<file path="src/standby_defines.vh">
// Constants of the standby controller: mode codes, warm-up, register map.
// Included by bare name; definitions only.
//
// Contract
// RULE1: Mode code 00 run,11 periph,10 clk,01 stop.
// RULE2: Enabled wake interrupts release; external lines always.
// RULE3: Run halt keeps clocks, stops only CPU.
// RULE4: Run halt accepts interrupts on clock-out fall.
// RULE5: Peripheral idle clocks only selected peripherals.
// RULE6: Peripheral idle wakes except watchdog, conversion-done.
// RULE7: Software disables watchdog before peripheral idle.
// RULE8: Clock idle keeps oscillator, RTC; clock-out high.
// RULE9: Clock idle samples async, releases synchronously.
// RULE10: Clock idle wakes: NMI, external, key, RTC.
// RULE11: Software stops prescaler before idle halt.
// RULE12: Full stop halts oscillator; pins per drive.
// RULE13: Stop wakes NMI/external; clock after warm-up.
// RULE14: Warm-up 2^14 or 2^16 periods by select.
// RULE15: Quick-start bit shortens the warm-up.
// RULE16: Release clock select picks normal or slow.
// RULE17: Wake during halt instruction keeps mode.
// RULE18: Drive 0 floats outputs, strobes; 1 drives.
// RULE19: Drive 0 gated pull-up pins disable inputs.
// RULE20: Analog port input only at stopped address.
// RULE21: Output function picks pull by its data.
// RULE22: Stall held until wake and warm-up done.
`ifndef STANDBY_DEFINES_VH
`define STANDBY_DEFINES_VH

// ----------------------------------------
// Halt mode codes
// ----------------------------------------
`define MODE_RUN 2'h0
`define MODE_STOP 2'h1
`define MODE_CLK_IDLE 2'h2
`define MODE_PERIPH_IDLE 2'h3

// ----------------------------------------
// Warm-up and timing
// ----------------------------------------
`define WARM_SHORT_EXP 14
`define WARM_LONG_EXP 16
`define QUICK_WARM_CYCLES 18'h00010
`define HALT_INSN_STATES 4'h8
`define WARM_W 18

// ----------------------------------------
// AHB-Lite register map (byte addresses)
// ----------------------------------------
`define REG_CTRL 12'h000
`define REG_STATUS 12'h004
`define REG_PERIPH 12'h008
`define REG_WAKE 12'h00C
`define HTRANS_NONSEQ 2'h2

// Control fields.
`define CTRL_MODE_LO 0
`define CTRL_DRIVE 2
`define CTRL_WARM 3
`define CTRL_QUICK 4
`define CTRL_RELEASE_CLOCK_SELECT 5
`define CTRL_RELEASE_HIGH_OSC_ENABLE 6
`define CTRL_RELEASE_LOW_OSC_ENABLE 7
`define CTRL_CLKEN 8
`define CTRL_RESET 9'h000

`endif

</file>
<file path="src/halt_standby_controller.v">
// Standby controller: holds the CPU in one of four halt modes until wake.
// Assumes single-word AHB-Lite transfers and synchronous interrupt inputs.
`timescale 1ns/100ps
`default_nettype none
`include "standby_defines.vh"
module halt_standby_controller #(
    parameter NPERIPH = 8,   // Number of peripheral clock gates.
    parameter NPORT = 8      // Port group width.
) (
    input wire MCLK_I,
    input wire RSTN_I,
    input wire CE_I,                      // Clock enable: freezes all state except the reset synchroniser when low.
    // AHB-Lite slave.
    input wire HSEL_I,
    input wire [11:0] HADDR_I,
    input wire [1:0] HTRANS_I,
    input wire HWRITE_I,
    input wire [2:0] HSIZE_I,
    input wire [31:0] HWDATA_I,
    input wire HREADY_I,
    output wire [31:0] HRDATA_O,
    output wire HREADYOUT_O,
    output wire HRESP_O,
    // CPU and interrupt controller side.
    input wire HALT_EXEC_I,               // Pulse: halt instruction executed.
    input wire HALT_INSN_BUSY_I,          // High during the halt instruction.
    input wire [2:0] INT_LEVEL_I,         // Highest pending maskable level.
    input wire INT_PEND_I,                // A maskable source is pending.
    input wire [2:0] INT_MASK_I,          // CPU mask level.
    input wire NMI_I,
    input wire [4:0] EXT_WAKE_I,          // External wake lines 0 to 4.
    input wire KEY_WAKE_I,
    input wire RTC_INT_I,
    input wire WDT_INT_I,
    input wire ADC_INT_I,
    input wire HALT_AT_PORT_I,            // CPU stopped at the analog port address.
    output wire CPU_STALL_O,
    output wire INT_SERVICE_O,            // Pulse: service the wake interrupt.
    // Clock generator side.
    input wire CLKDIV_I,                  // Divided clock output (system clock / 2).
    output reg CPU_CLK_EN_O,
    output reg [NPERIPH-1:0] PERIPH_CLK_EN_O,
    output reg SYS_CLK_EN_O,
    output reg OSC_EN_O,
    output reg RTC_CLK_EN_O,
    output reg SLOW_CLK_SEL_O,
    output reg HIGH_OSC_EN_O,
    output reg LOW_OSC_EN_O,
    // Pins.
    output reg CLK_PIN_O,
    output reg CLK_PIN_OE_O,
    input wire [NPORT-1:0] PORT_DIR_OUT_I,    // Port pins in output mode.
    input wire [NPORT-1:0] FUNC_OUT_SEL_I,    // Pin used as an output function.
    input wire [NPORT-1:0] FUNC_OUT_DATA_I,
    input wire [NPORT-1:0] PORT_REG_I,        // Port register value.
    output reg [NPORT-1:0] PORT_OE_ALLOW_O,   // Output drive permitted.
    output reg STROBE_OE_ALLOW_O,             // Strobe drive permitted.
    output reg [NPORT-1:0] PULL_UP_O,
    output reg [NPORT-1:0] PULL_DOWN_O,
    output reg GATED_INPUT_EN_O,              // Input gate of gated pull-up pins.
    output reg ANALOG_INPUT_EN_O
);
    // ----------------------------------------
    // States (one-hot)
    // ----------------------------------------
    localparam ST_RUN = 4'h1;   // Executing.
    localparam ST_HALT = 4'h2;  // Halted, waiting for wake.
    localparam ST_WARM = 4'h4;  // Oscillator warming after stop.
    localparam ST_REL = 4'h8;   // Synchronous release cycle.

    reg rs1_r, rst_n; // Reset release synchroniser.
    reg [3:0] state_r, state_nxt;
    reg [1:0] mode_r;           // Mode latched at halt entry.
    reg [8:0] ctrl_r;           // Control register.
    reg [NPERIPH-1:0] periph_r; // Peripherals kept clocked in idle.
    reg wake_seen_r;            // Wake sample in clock idle.
    reg clkdiv_d_r;             // Previous divided clock level.
    reg [4:0] wake_src_r;       // Last wake cause for software.
    reg svc_r;
    reg [3:0] insn_cnt_r;       // Counts halt instruction states.
    wire warm_done;
    reg warm_start;

    // Two-flop reset release.
    always @(posedge MCLK_I or negedge RSTN_I) begin
        if (!RSTN_I) begin
            rs1_r <= 1'b0;
            rst_n <= 1'b0;
        end else begin
            rs1_r <= 1'b1;
            rst_n <= rs1_r;
        end
    end

    // ----------------------------------------
    // Wake qualification
    // ----------------------------------------
    // Enabled when level is at or above the mask.
    wire lvl_ok = INT_PEND_I && (INT_LEVEL_I >= INT_MASK_I); // RULE2
    wire ext_any = |EXT_WAKE_I;
    wire clkdiv_fall = clkdiv_d_r && !CLKDIV_I; // RULE4
    reg wake_now;

    // Wake sources allowed for each mode.
    always @* begin
        case (mode_r) // RULE1
            `MODE_RUN: wake_now = clkdiv_fall && (NMI_I || ext_any || KEY_WAKE_I || RTC_INT_I
                                   || WDT_INT_I || ADC_INT_I || lvl_ok); // RULE3 RULE4
            `MODE_PERIPH_IDLE: wake_now = clkdiv_fall && (NMI_I || ext_any || KEY_WAKE_I
                                   || RTC_INT_I || lvl_ok); // RULE6
            `MODE_CLK_IDLE: wake_now = wake_seen_r; // RULE9
            default: wake_now = NMI_I || ext_any; // RULE13
        endcase
    end

    // Early wake during the halt instruction skips the halt; mode_r still latches the new mode from the control register.
    wire early_wake = HALT_INSN_BUSY_I && (insn_cnt_r < `HALT_INSN_STATES)
                      && (NMI_I || ext_any); // RULE17

    // ----------------------------------------
    // Sequencer
    // ----------------------------------------
    always @* begin
        state_nxt = state_r;
        warm_start = 1'b0;
        case (state_r)
            ST_RUN: begin
                if (HALT_EXEC_I && !early_wake) begin
                    state_nxt = ST_HALT;
                end
            end
            ST_HALT: begin
                if (wake_now) begin
                    if (mode_r == `MODE_STOP) begin
                        state_nxt = ST_WARM;
                        warm_start = 1'b1; // RULE13
                    end else begin
                        state_nxt = ST_REL; // RULE9
                    end
                end
            end
            ST_WARM: begin
                if (warm_done) begin
                    state_nxt = ST_REL; // RULE22
                end
            end
            ST_REL: begin
                state_nxt = ST_RUN;
            end
            default: begin
                state_nxt = ST_RUN;
            end
        endcase
    end

    // State, mode latch, wake sampling and cause capture.
    always @(posedge MCLK_I or negedge rst_n) begin
        if (!rst_n) begin
            state_r <= ST_RUN;
            mode_r <= `MODE_RUN;
            wake_seen_r <= 1'b0;
            clkdiv_d_r <= 1'b0;
            wake_src_r <= 5'h00;
            svc_r <= 1'b0;
            insn_cnt_r <= 4'h0;
        end else if (CE_I) begin
            state_r <= state_nxt;
            clkdiv_d_r <= CLKDIV_I;
            svc_r <= (state_r == ST_REL) && (|wake_src_r || WDT_INT_I || ADC_INT_I); // RULE2
            insn_cnt_r <= HALT_INSN_BUSY_I ? insn_cnt_r + 4'h1 : 4'h0;
            if (state_r == ST_RUN && HALT_EXEC_I) begin
                mode_r <= ctrl_r[`CTRL_MODE_LO+1:`CTRL_MODE_LO]; // RULE1
            end
            // Level-catching sample, no edge phase.
            if (state_r == ST_HALT && mode_r == `MODE_CLK_IDLE
                && (NMI_I || ext_any || KEY_WAKE_I || RTC_INT_I)) begin
                wake_seen_r <= 1'b1; // RULE10
            end else if (state_r != ST_HALT) begin
                wake_seen_r <= 1'b0;
            end
            if (state_r == ST_HALT && wake_now) begin
                wake_src_r <= {RTC_INT_I, KEY_WAKE_I, ext_any, NMI_I, lvl_ok};
            end
        end
    end

    warmup_counter #(
        .W(`WARM_W)
    ) u_warm (
        .clk_i(MCLK_I),
        .rst_n_i(rst_n),
        .ce_i(CE_I),
        .start_i(warm_start),
        .long_i(ctrl_r[`CTRL_WARM]),
        .quick_i(ctrl_r[`CTRL_QUICK]),
        .done_o(warm_done)
    );

    assign CPU_STALL_O = !state_r[0] || (state_r == ST_RUN && HALT_EXEC_I && !early_wake); // RULE22
    assign INT_SERVICE_O = svc_r;

    // ----------------------------------------
    // Clock, pin and pull control outputs
    // ----------------------------------------
    wire halted = (state_r == ST_HALT);
    wire in_stop = (halted || state_r == ST_WARM) && (mode_r == `MODE_STOP);
    wire drv = ctrl_r[`CTRL_DRIVE];
    integer i;

    always @(posedge MCLK_I or negedge rst_n) begin
        if (!rst_n) begin
            CPU_CLK_EN_O <= 1'b1;
            PERIPH_CLK_EN_O <= {NPERIPH{1'b1}};
            SYS_CLK_EN_O <= 1'b1;
            OSC_EN_O <= 1'b1;
            RTC_CLK_EN_O <= 1'b1;
            SLOW_CLK_SEL_O <= 1'b0;
            HIGH_OSC_EN_O <= 1'b1;
            LOW_OSC_EN_O <= 1'b0;
            CLK_PIN_O <= 1'b1;
            CLK_PIN_OE_O <= 1'b0;
            PORT_OE_ALLOW_O <= {NPORT{1'b1}};
            STROBE_OE_ALLOW_O <= 1'b1;
            PULL_UP_O <= {NPORT{1'b0}};
            PULL_DOWN_O <= {NPORT{1'b0}};
            GATED_INPUT_EN_O <= 1'b1;
            ANALOG_INPUT_EN_O <= 1'b1;
        end else if (CE_I) begin
            CPU_CLK_EN_O <= !(halted || state_r == ST_WARM); // RULE3
            // Peripheral idle gates off unselected peripherals.
            if (halted && mode_r == `MODE_PERIPH_IDLE) begin
                PERIPH_CLK_EN_O <= periph_r; // RULE5
            end else if ((halted && mode_r != `MODE_RUN) || in_stop) begin
                PERIPH_CLK_EN_O <= {NPERIPH{1'b0}};
            end else begin
                PERIPH_CLK_EN_O <= {NPERIPH{1'b1}};
            end
            SYS_CLK_EN_O <= !((halted && mode_r == `MODE_CLK_IDLE) || in_stop); // RULE8 RULE13
            OSC_EN_O <= !(halted && mode_r == `MODE_STOP); // RULE12
            RTC_CLK_EN_O <= !in_stop; // RULE8
            if (state_r == ST_REL && mode_r == `MODE_STOP) begin
                SLOW_CLK_SEL_O <= ctrl_r[`CTRL_RELEASE_CLOCK_SELECT]; // RULE16
                HIGH_OSC_EN_O <= ctrl_r[`CTRL_RELEASE_HIGH_OSC_ENABLE]; // RULE16
                LOW_OSC_EN_O <= ctrl_r[`CTRL_RELEASE_LOW_OSC_ENABLE]; // RULE16
            end
            // Clock pin: high in clock idle, floats in stop with drive 0.
            CLK_PIN_OE_O <= ctrl_r[`CTRL_CLKEN] && !(in_stop && !drv);
            CLK_PIN_O <= (halted && mode_r == `MODE_CLK_IDLE) || in_stop ? 1'b1 : CLKDIV_I; // RULE8
            STROBE_OE_ALLOW_O <= !(in_stop && !drv); // RULE18
            GATED_INPUT_EN_O <= !(in_stop && !drv); // RULE19
            ANALOG_INPUT_EN_O <= !(state_r != ST_RUN) || HALT_AT_PORT_I; // RULE20
            for (i = 0; i < NPORT; i = i + 1) begin
                PORT_OE_ALLOW_O[i] <= !(in_stop && !drv && PORT_DIR_OUT_I[i]); // RULE18
                if (FUNC_OUT_SEL_I[i]) begin
                    PULL_UP_O[i] <= FUNC_OUT_DATA_I[i]; // RULE21
                    PULL_DOWN_O[i] <= !FUNC_OUT_DATA_I[i]; // RULE21
                end else begin
                    PULL_UP_O[i] <= PORT_REG_I[i]; // RULE21
                    PULL_DOWN_O[i] <= 1'b0;
                end
            end
        end
    end

    // ----------------------------------------
    // AHB-Lite slave
    // ----------------------------------------
    reg dp_wr_r;        // Write data phase pending.
    reg [11:0] dp_addr_r;
    reg [31:0] rdata_r;

    // Single-cycle data phase, zero wait states, always OKAY.
    always @(posedge MCLK_I or negedge rst_n) begin
        if (!rst_n) begin
            dp_wr_r <= 1'b0;
            dp_addr_r <= 12'h000;
            rdata_r <= 32'h00000000;
            ctrl_r <= `CTRL_RESET;
            periph_r <= {NPERIPH{1'b0}};
        end else if (CE_I) begin
            if (dp_wr_r) begin
                if (dp_addr_r == `REG_CTRL) begin
                    ctrl_r <= HWDATA_I[8:0];
                end else if (dp_addr_r == `REG_PERIPH) begin
                    periph_r <= HWDATA_I[NPERIPH-1:0];
                end
            end
            if (HREADY_I && HSEL_I && HTRANS_I == `HTRANS_NONSEQ) begin
                dp_wr_r <= HWRITE_I;
                dp_addr_r <= HADDR_I;
                if (HADDR_I == `REG_CTRL) begin
                    rdata_r <= {23'h000000, ctrl_r};
                end else if (HADDR_I == `REG_STATUS) begin
                    rdata_r <= {26'h0000000, state_r, mode_r};
                end else if (HADDR_I == `REG_PERIPH) begin
                    rdata_r <= {{(32-NPERIPH){1'b0}}, periph_r};
                end else if (HADDR_I == `REG_WAKE) begin
                    rdata_r <= {27'h0000000, wake_src_r};
                end else begin
                    rdata_r <= 32'h00000000;
                end
            end else begin
                dp_wr_r <= 1'b0;
            end
        end
    end

    assign HRDATA_O = rdata_r;
    assign HREADYOUT_O = 1'b1;
    assign HRESP_O = 1'b0;
endmodule // halt_standby_controller
`default_nettype wire

</file>
<file path="src/warmup_counter.v">
// Oscillator warm-up counter used when leaving full stop.
// Assumes the synchronised active-low reset and shared clock enable.
`timescale 1ns/100ps
`default_nettype none
`include "standby_defines.vh"
module warmup_counter #(
    parameter W = `WARM_W
) (
    input wire clk_i,
    input wire rst_n_i,
    input wire ce_i,
    input wire start_i,      // Starts the count.
    input wire long_i,       // Warm-up select bit.
    input wire quick_i,      // Quick start.
    output reg done_o        // Count expired.
);
    // ----------------------------------------
    // Counter
    // ----------------------------------------
    reg [W-1:0] cnt_r; // Remaining periods.
    reg run_r; // Counting in progress.

    // Load on start, count down, flag done at zero.
    always @(posedge clk_i or negedge rst_n_i) begin
        if (!rst_n_i) begin
            cnt_r <= {W{1'b0}};
            run_r <= 1'b0;
            done_o <= 1'b0;
        end else if (ce_i) begin
            if (start_i) begin
                run_r <= 1'b1;
                done_o <= 1'b0;
                if (quick_i) begin
                    cnt_r <= `QUICK_WARM_CYCLES; // RULE15
                end else if (long_i) begin
                    cnt_r <= {{(W-`WARM_LONG_EXP-1){1'b0}}, 1'b1, {`WARM_LONG_EXP{1'b0}}} - 1'b1; // RULE14
                end else begin
                    cnt_r <= {{(W-`WARM_SHORT_EXP-1){1'b0}}, 1'b1, {`WARM_SHORT_EXP{1'b0}}} - 1'b1; // RULE14
                end
            end else if (run_r) begin
                if (cnt_r == {W{1'b0}}) begin
                    run_r <= 1'b0;
                    done_o <= 1'b1;
                end else begin
                    cnt_r <= cnt_r - 1'b1;
                end
            end else begin
                done_o <= 1'b0;
            end
        end
    end
endmodule // warmup_counter
`default_nettype wire

</file>
<file path="config.mk">
export PLATFORM = sky130hd
export DESIGN_NAME = halt_standby_controller
export DESIGN_NICKNAME = d
export VERILOG_FILES = /design/src/halt_standby_controller.v /design/src/warmup_counter.v
export VERILOG_INCLUDE_DIRS = /design/src
export SDC_FILE = /design/constraint.sdc
export NUM_CORES = 1
export LEC_CHECK = 0
export ABC_AREA = 1
export BUFFER_PORTS_ARGS = -buffer_cell sky130_fd_sc_hd__buf_2
export CORE_ASPECT_RATIO = 2
export CORE_MARGIN = 3
export CORE_UTILIZATION = 47
export DETAILED_ROUTE_END_ITERATION = 10
export PLACE_DENSITY = 0.77
export SLEW_MARGIN = 40
export SYNTH_ARGS = -nofsm -noshare
export SYNTH_HDL_FRONTEND = slang
export SYNTH_SLANG_ARGS = --single-unit
export TNS_END_PERCENT = 50
</file>
<file path="constraint.sdc">
create_clock -name MCLK_I -period 3.5 [get_ports MCLK_I]
set_input_delay 0.525 -clock MCLK_I [delete_from_list [all_inputs] [get_ports MCLK_I]]
set_output_delay 0.525 -clock MCLK_I [all_outputs]
set_load 0.02 [all_outputs]
</file>
==> results.yml, run 1 <==
die:
  initial_core_util_pct: 48.06
  dieArea_um2: 14790
  core_um2: 12990
  die_h_um: 169.0
  io_pins: 188
  die_x_um: 87.51
  num_rows: 59
cts:
  cts.repair.resized: 0
  clkTransAtPathRegs_ps: 60
  clk_latency_ps: 420
  clockBufferDepth: 2
  clock-sinks: 122
  cts_tree: "built"
  h-tree-depth: 4
  cts-root-buf: "clkbuf_16"
  numCtsBuffers: 17
power:
  switching_share_pct: 31.38
  powerDensity_nw_per_um2: 586.4
  peakVddDrop_mv: 0.4366
  p_comb_share_pct: 20.8
  p_leak_nw: 3.982
  internal-power_w: 0.003034
  seq_power_share_pct: 40.0
  p_clk_share_pct: 39.2
  p_switching_w: 0.001388
critical_path:
  crit_chain: "inv_1 > ha_1 > nor3_1 > nand2_1 > nand2_2 > nand4_2 > nand2_2 > nand2_1 > nand2_1"
  cpMostUsedCell: "nand2_1"
  path_buf_inv: 1
  criticalPathCategory: "flip-flop to flip-flop"
  critPathSlowestCell: "nand2_2"
  worstSetupEndpointType: "flip-flop"
  ff2ff_path_depth: 9
  worstPathArrival_ps: 2930
  critPathLaunchType: "flip-flop"
  cp.depth: 9
  reg2reg_slack_ps: 920
  rr_startpoint: "mode_r[0]"
  path_delay_family: "simple AND/OR/NAND/NOR gates"
  worstPathMaxFanout: 22
  slowest_delay_ps: 520
  required_ps: 3850
  reg2reg_to: "u_warm.cnt_r[1]"
synthesis:
  synth_area_per_cell_um2: 8.047
  yosys.area_share.adder_pct: 2.004
  synth-compound-area-share_pct: 9.016
  async_reset_ff_share_pct: 100.0
  synth_area_um2: 6245
  synth_xor_area_share_pct: 1.823
  synthMuxAreaShare_pct: 0
  synth_top_family_by_area: "simple AND/OR/NAND/NOR gates"
  synth_edf_count: 0
  ys.flop_type: "dfrtp_1"
  synthCells: 776
  synth-seq-area-share_pct: 49.39
  ys_warn_count: 0
  ys_types: 40
  synth-simple-area-share_pct: 27.45
  ys_seq_elements: 122
final_layout:
  syn2layout_area_growth_pct: 20.76
  drive_above_1_share_pct: 24.11
  nFillCells: 1199
  fin_nets: 1030
  n_antenna_cell: 0
route:
  via_per_inst: 5.087
  post_drt_wl_per_cell_um: 14.70
  drtIter0Drc: 279
  first_pass_iters: 5
  drcViolationCount: 0
  ant_nets: 0
  wl_um: 15830
  vias: 5479
grt:
  antenna_found_initial: 0
  grt_pass1_vias: 5374
  grtUsageTotal_pct: 21.90
  grt_overflow_total: 0
  grt_max_degree: 50
  grt_pass1_wl_um: 25170
timing:
  final_max_slew_viol_count: 0
  fmax_ghz: 0.3880
  tns_ps: 0
  rsz0062_at_grt: "false"
  worst_slew_pin_slew_ps: 700.3
  skew_ps: 11.13
  fin_hold_ws_ps: 307.2
  setup_ws_ps: 922.6
  period_share_pct: 73.64
  fin_crit_ps: 2577
  hold_viol: 0
  setup_viol: 0
  relSlewSlack_pct: 53.17
min_path:
  hold_class: "flip-flop to asynchronous set/reset pin"
placed_design:
  gp_congestion: 0.9124
  place_worst_setup_slack_ps: 751.0
  port_buffers: 136
  dpl.hpwl_um: 11730
status:
  status: "finished, final reports clean"
flow_run:
  maxCapViolCount: 0
worst reg2reg max path, delay by kind of cell (launching register included):
family        cells  cell delay, ps
flops             1             460
simple gates      7            1650
buf+inv           1              90
fa+ha+maj         1             300
metal layers:
| layer | vias to the layer above | track usage (%) | part of all wire, % |
|---|---|---|---|
| met5 | - | 0 | 0 |
| li1 | 2716 | - | - |
| met3 | 49 | 2.971 | 4.5 |
| met4 | 0 | 12.83 | 4.2 |
| met1 | 2537 | 22.75 | 36 |
| met2 | 177 | 40.21 | 56 |
flip-flops by register name, indices dropped and copies added, names as in the netlist, 2 cells and up:
signal and cells:
dp_addr_r 12, ctrl_r 9, periph_r 8, u_warm.cnt_r 18
PERIPH_CLK_EN_O 8, wake_src_r 5, insn_cnt_r 4, HRDATA_O 9
PULL_UP_O 8, state_r 4, PULL_DOWN_O 8, PORT_OE_ALLOW_O 8
mode_r 2
logic make-up (layout without fill, tap and decap cells):
logic type | count (synthesis) | count (layout)
adders and majority gates | 10 | 10
other | 2 | 26
AOI/OAI and AO/OA | 100 | 100
and+or+nand+nor | 397 | 397
DFF | 122 | 122
buffers and inverters | 132 | 257
xor gates and xnor gates | 13 | 13
layout make-up:
cell class,instances,area [um2],area share (%)
Clock buffer,22,464.2,6.156
Clock inverter,10,120.1,1.593
Inverter,83,311.5,4.131
Multi-Input combinational cell,546,2614,34.66
Sequential cell,122,3088,40.95
Tap cell,152,190.2,2.522
Timing Repair Buffer,142,753.2,9.988
stage by stage:
step                      total power (W)  cells  cell area (um2)  utilization (%)
after global routing             0.004647   1077             7541            58.04
after global placement           0.002678   1043             6927            53.31
after floorplan                  0.002436    800             6336                -
after detailed placement         0.002707   1044             6947            53.47
final                            0.004422   1077             7541            58.04
after CTS                        0.004439   1077             7541            58.04
placed cells by master (no fill, tap or decap), types with 10 or more instances in the layout:
cell,count
dfrtp_1,96
buf_2,136
nor2_1,63
conb_1,26
nand2_1,229
o21ai_0,54
nand3_1,54
nand4_1,15
ha_1,10
inv_1,81
dfstp_2,25
a21oi_1,19
xor2_1,10
clkbuf_16,17
how the worst max path moves through the flow:
stage,endpoint,start
floorplan,CLK_PIN_OE_O,rst_n
global placement,u_warm.cnt_r[3],INT_MASK_I[2]
detailed placement,u_warm.cnt_r[9],INT_MASK_I[2]
CTS,u_warm.cnt_r[13],mode_r[0]
global route,u_warm.cnt_r[14],mode_r[0]
finish,u_warm.cnt_r[1],mode_r[0]
synth_stat cells (2+ instances only):
cell type    n  area [um2]
o2111ai_1    3       26.28
o21ai_2      8       70.07
nand4_1     15       93.84
nor3_1       9       45.04
buf_6        4       45.04
nor4_1       5       31.28
conb_1       2       7.510
nand2_2      6       37.54
dfstp_2     25       656.9
o21ai_1      4       20.02
buf_2        5       25.02
buf_1        6       22.52
a31oi_1      8       50.05
a21oi_1     19       95.09
nand2_1    229       859.6
or4_1        2       15.01
nand3_1     54       270.3
inv_1       81       304.0
nor2_2       5       31.28
ha_1        10       125.1
xnor2_1      3       26.28
nand4_2      2       25.02
o21ai_0     54       270.3
nor2_1      63       236.5
dfrtp_1     97        2427
clkbuf_1     6       22.52
xor2_1      10       87.58
buf_4       28       210.2
inv_2        2       7.510
power groups by stage:
stage,Sequential [W],Clock [W],Combinational [W]
2_1_floorplan,0.00184,0,0.000598
3_3_place_gp,0.00179,0,0.000887
3_5_place_dp,0.00179,0,0.000919
4_1_cts,0.00177,0.00175,0.000926
5_1_grt,0.00179,0.00181,0.00105
6_report,0.00177,0.00173,0.000922
repair_timing:
action,CTS,global route
endpoints found under the setup margin,0,0
buffers inserted,0,0
hold endpoints to repair,2,0
hold buffers,1,0
(Power assumes the default switching activity.)
==> inputs of run 2 (changes only) <==
==> constraint.sdc (replaced) <==
create_clock -name MCLK_I -period 2.35 [get_ports MCLK_I]
set_input_delay 0.3525 -clock MCLK_I [delete_from_list [all_inputs] [get_ports MCLK_I]]
set_output_delay 0.3525 -clock MCLK_I [all_outputs]
set_load 0.02 [all_outputs]
==> results.yml, run 2 (synthesized netlist as in run 1, its figures left out) <==
status:
  status: "finished, final reports clean"
route:
  ant_nets: 0
  drcViolationCount: 0
  post_drt_wl_per_cell_um: 14.94
  wl_um: 16220
  first_pass_iters: 5
  drtIter0Drc: 298
  via_per_inst: 5.120
  vias: 5560
grt:
  grt_pass1_wl_um: 25810
  grt_overflow_total: 0
  grtUsageTotal_pct: 22.47
  antenna_found_initial: 0
  grt_pass1_vias: 5336
  grt_max_degree: 42
power:
  powerDensity_nw_per_um2: 851.7
  peakVddDrop_mv: 0.6204
  p_leak_nw: 4.007
timing:
  skew_ps: 6.854
  fin_crit_ps: 2115
  hold_viol: 0
  fmax_ghz: 0.4729
  tns_ps: 0
  setup_viol: 0
  final_max_slew_viol_count: 0
  rsz0062_at_grt: "false"
  period_share_pct: 89.99
  worst_slew_pin_slew_ps: 592.2
  relSlewSlack_pct: 60.43
critical_path:
  critPathLaunchType: "flip-flop"
  reg2reg_slack_ps: 240
  path_delay_family: "simple AND/OR/NAND/NOR gates"
  worstSetupEndpointType: "flip-flop"
  cpMostUsedCell: "nand2_1"
  slowest_delay_ps: 440
  worstPathMaxFanout: 16
  path_buf_inv: 2
  criticalPathCategory: "flip-flop to flip-flop"
  required_ps: 2650
  critPathSlowestCell: "dfrtp_1"
  crit_chain: "inv_1 > ha_1 > nor3_1 > nand2_1 > nand2_2 > nand4_2 > buf_4 > nand3_1 > nand2_1"
  worstPathArrival_ps: 2420
cts:
  clk_latency_ps: 420
  h-tree-depth: 4
  clock-sinks: 122
  numCtsBuffers: 17
  clkTransAtPathRegs_ps: 60
  cts-root-buf: "clkbuf_16"
  clockBufferDepth: 2
  cts_tree: "built"
min_path:
  hold_class: "input pin to flip-flop"
final_layout:
  drive_above_1_share_pct: 25.16
  largest_reg_flops: 18
  n_antenna_cell: 0
  instances_no_fill: 1086
  syn2layout_area_growth_pct: 21.26
  fin_nets: 1039
  top_regs: "u_warm.cnt_r: 18 flops, dp_addr_r: 12 flops"
  final_common_cell: "nand2_1"
  final_area_um2: 7572
  max_flop_register: "u_warm.cnt_r"
  layout_common_cells: "nand2_1, buf_2, dfrtp_1"
placed_design:
  dpl.hpwl_um: 12100
  placed_cells: 1053
  gp_congestion: 0.9563
  placed_area_um2: 7014
  port_buffers: 136
die:
  core_um2: 12990
  initial_core_util_pct: 48.06
  num_rows: 59
  die_h_um: 169.0
  dieArea_um2: 14790
  die_x_um: 87.51
  io_pins: 188
flow_run:
  maxCapViolCount: 0
## run 2: changes by cell type in the layout (fill, tap and decap cells not counted), sizes merged
cell,change
clkinvlp,+1
clkbuf,-5
inv,+6
buf,+9
bufinv,-2
## run 2: worst register-to-register path: stages, from the launching register on
cell and delay, ps:
dfrtp_1 440, inv_1 90, ha_1 300, nor3_1 260, nand2_1 100, nand2_2 140, nand4_2 230, buf_4 290
nand3_1 90, nand2_1 60
## run 2: area by class of cell
type                       instances  area [um2]
clock buffer                      17       425.4
clock inverter                    15       117.6
fill                            1207        5420
inverter                          83       311.5
multi-input combinational        546        2619
sequential                       122        3088
tap                              152       190.2
timing repair buffer             151       820.8
## run 2: worst paths after layout
| check | startpoint | to | cells past startpoint |
|---|---|---|---|
| worst max-delay path | mode_r[0] | u_warm.cnt_r[0] | 9 |
| worst min-delay path | RTC_INT_I | wake_src_r[4] | 3 |
| worst max register to register | mode_r[0] | u_warm.cnt_r[0] | 9 |
| worst min register to register | rst_n | PULL_DOWN_O[6] | 0 |
| max in group asynchronous | rst_n | HIGH_OSC_EN_O | 1 |
| min in group asynchronous | RSTN_I | rst_n | 2 |
## run 2: where the power goes
group,internal (W),total [W],switching (W)
sequential,0.00240,0.00263,0.000227
clock,0.00137,0.00242,0.00105
combinational,0.000506,0.00140,0.000895
## run 2: what timing repair did
item | in CTS | in global routing
buffers inserted | 0 | 0
endpoints found under the setup margin | 0 | 1
gates resized for setup | 0 | 1
hold endpoints to repair | 2 | 0
hold buffers | 1 | 0
## run 2: layer usage
| metal | up-vias | share of wire [%] | GRT usage [%] |
|---|---|---|---|
| met1 | 2614 | 36 | 24.75 |
| met5 | - | 0 | 0 |
| met2 | 167 | 56 | 40.64 |
| met3 | 45 | 4.0 | 3.556 |
| met4 | 0 | 3.8 | 10.82 |
| li1 | 2734 | - | - |
## run 2: stage by stage
step	util (%)	setup slack (ps)	total power [W]	hold slack (ps)
finish	58.28	235.3	0.006449	154.8
global route	58.28	35.69	0.006775	163.6
CTS	58.24	187.9	0.006478	147.1
detailed placement	53.99	186.9	0.004046	140.2
global placement	53.99	256.5	0.004010	138.0
floorplan	-	338.8	0.003628	56.91
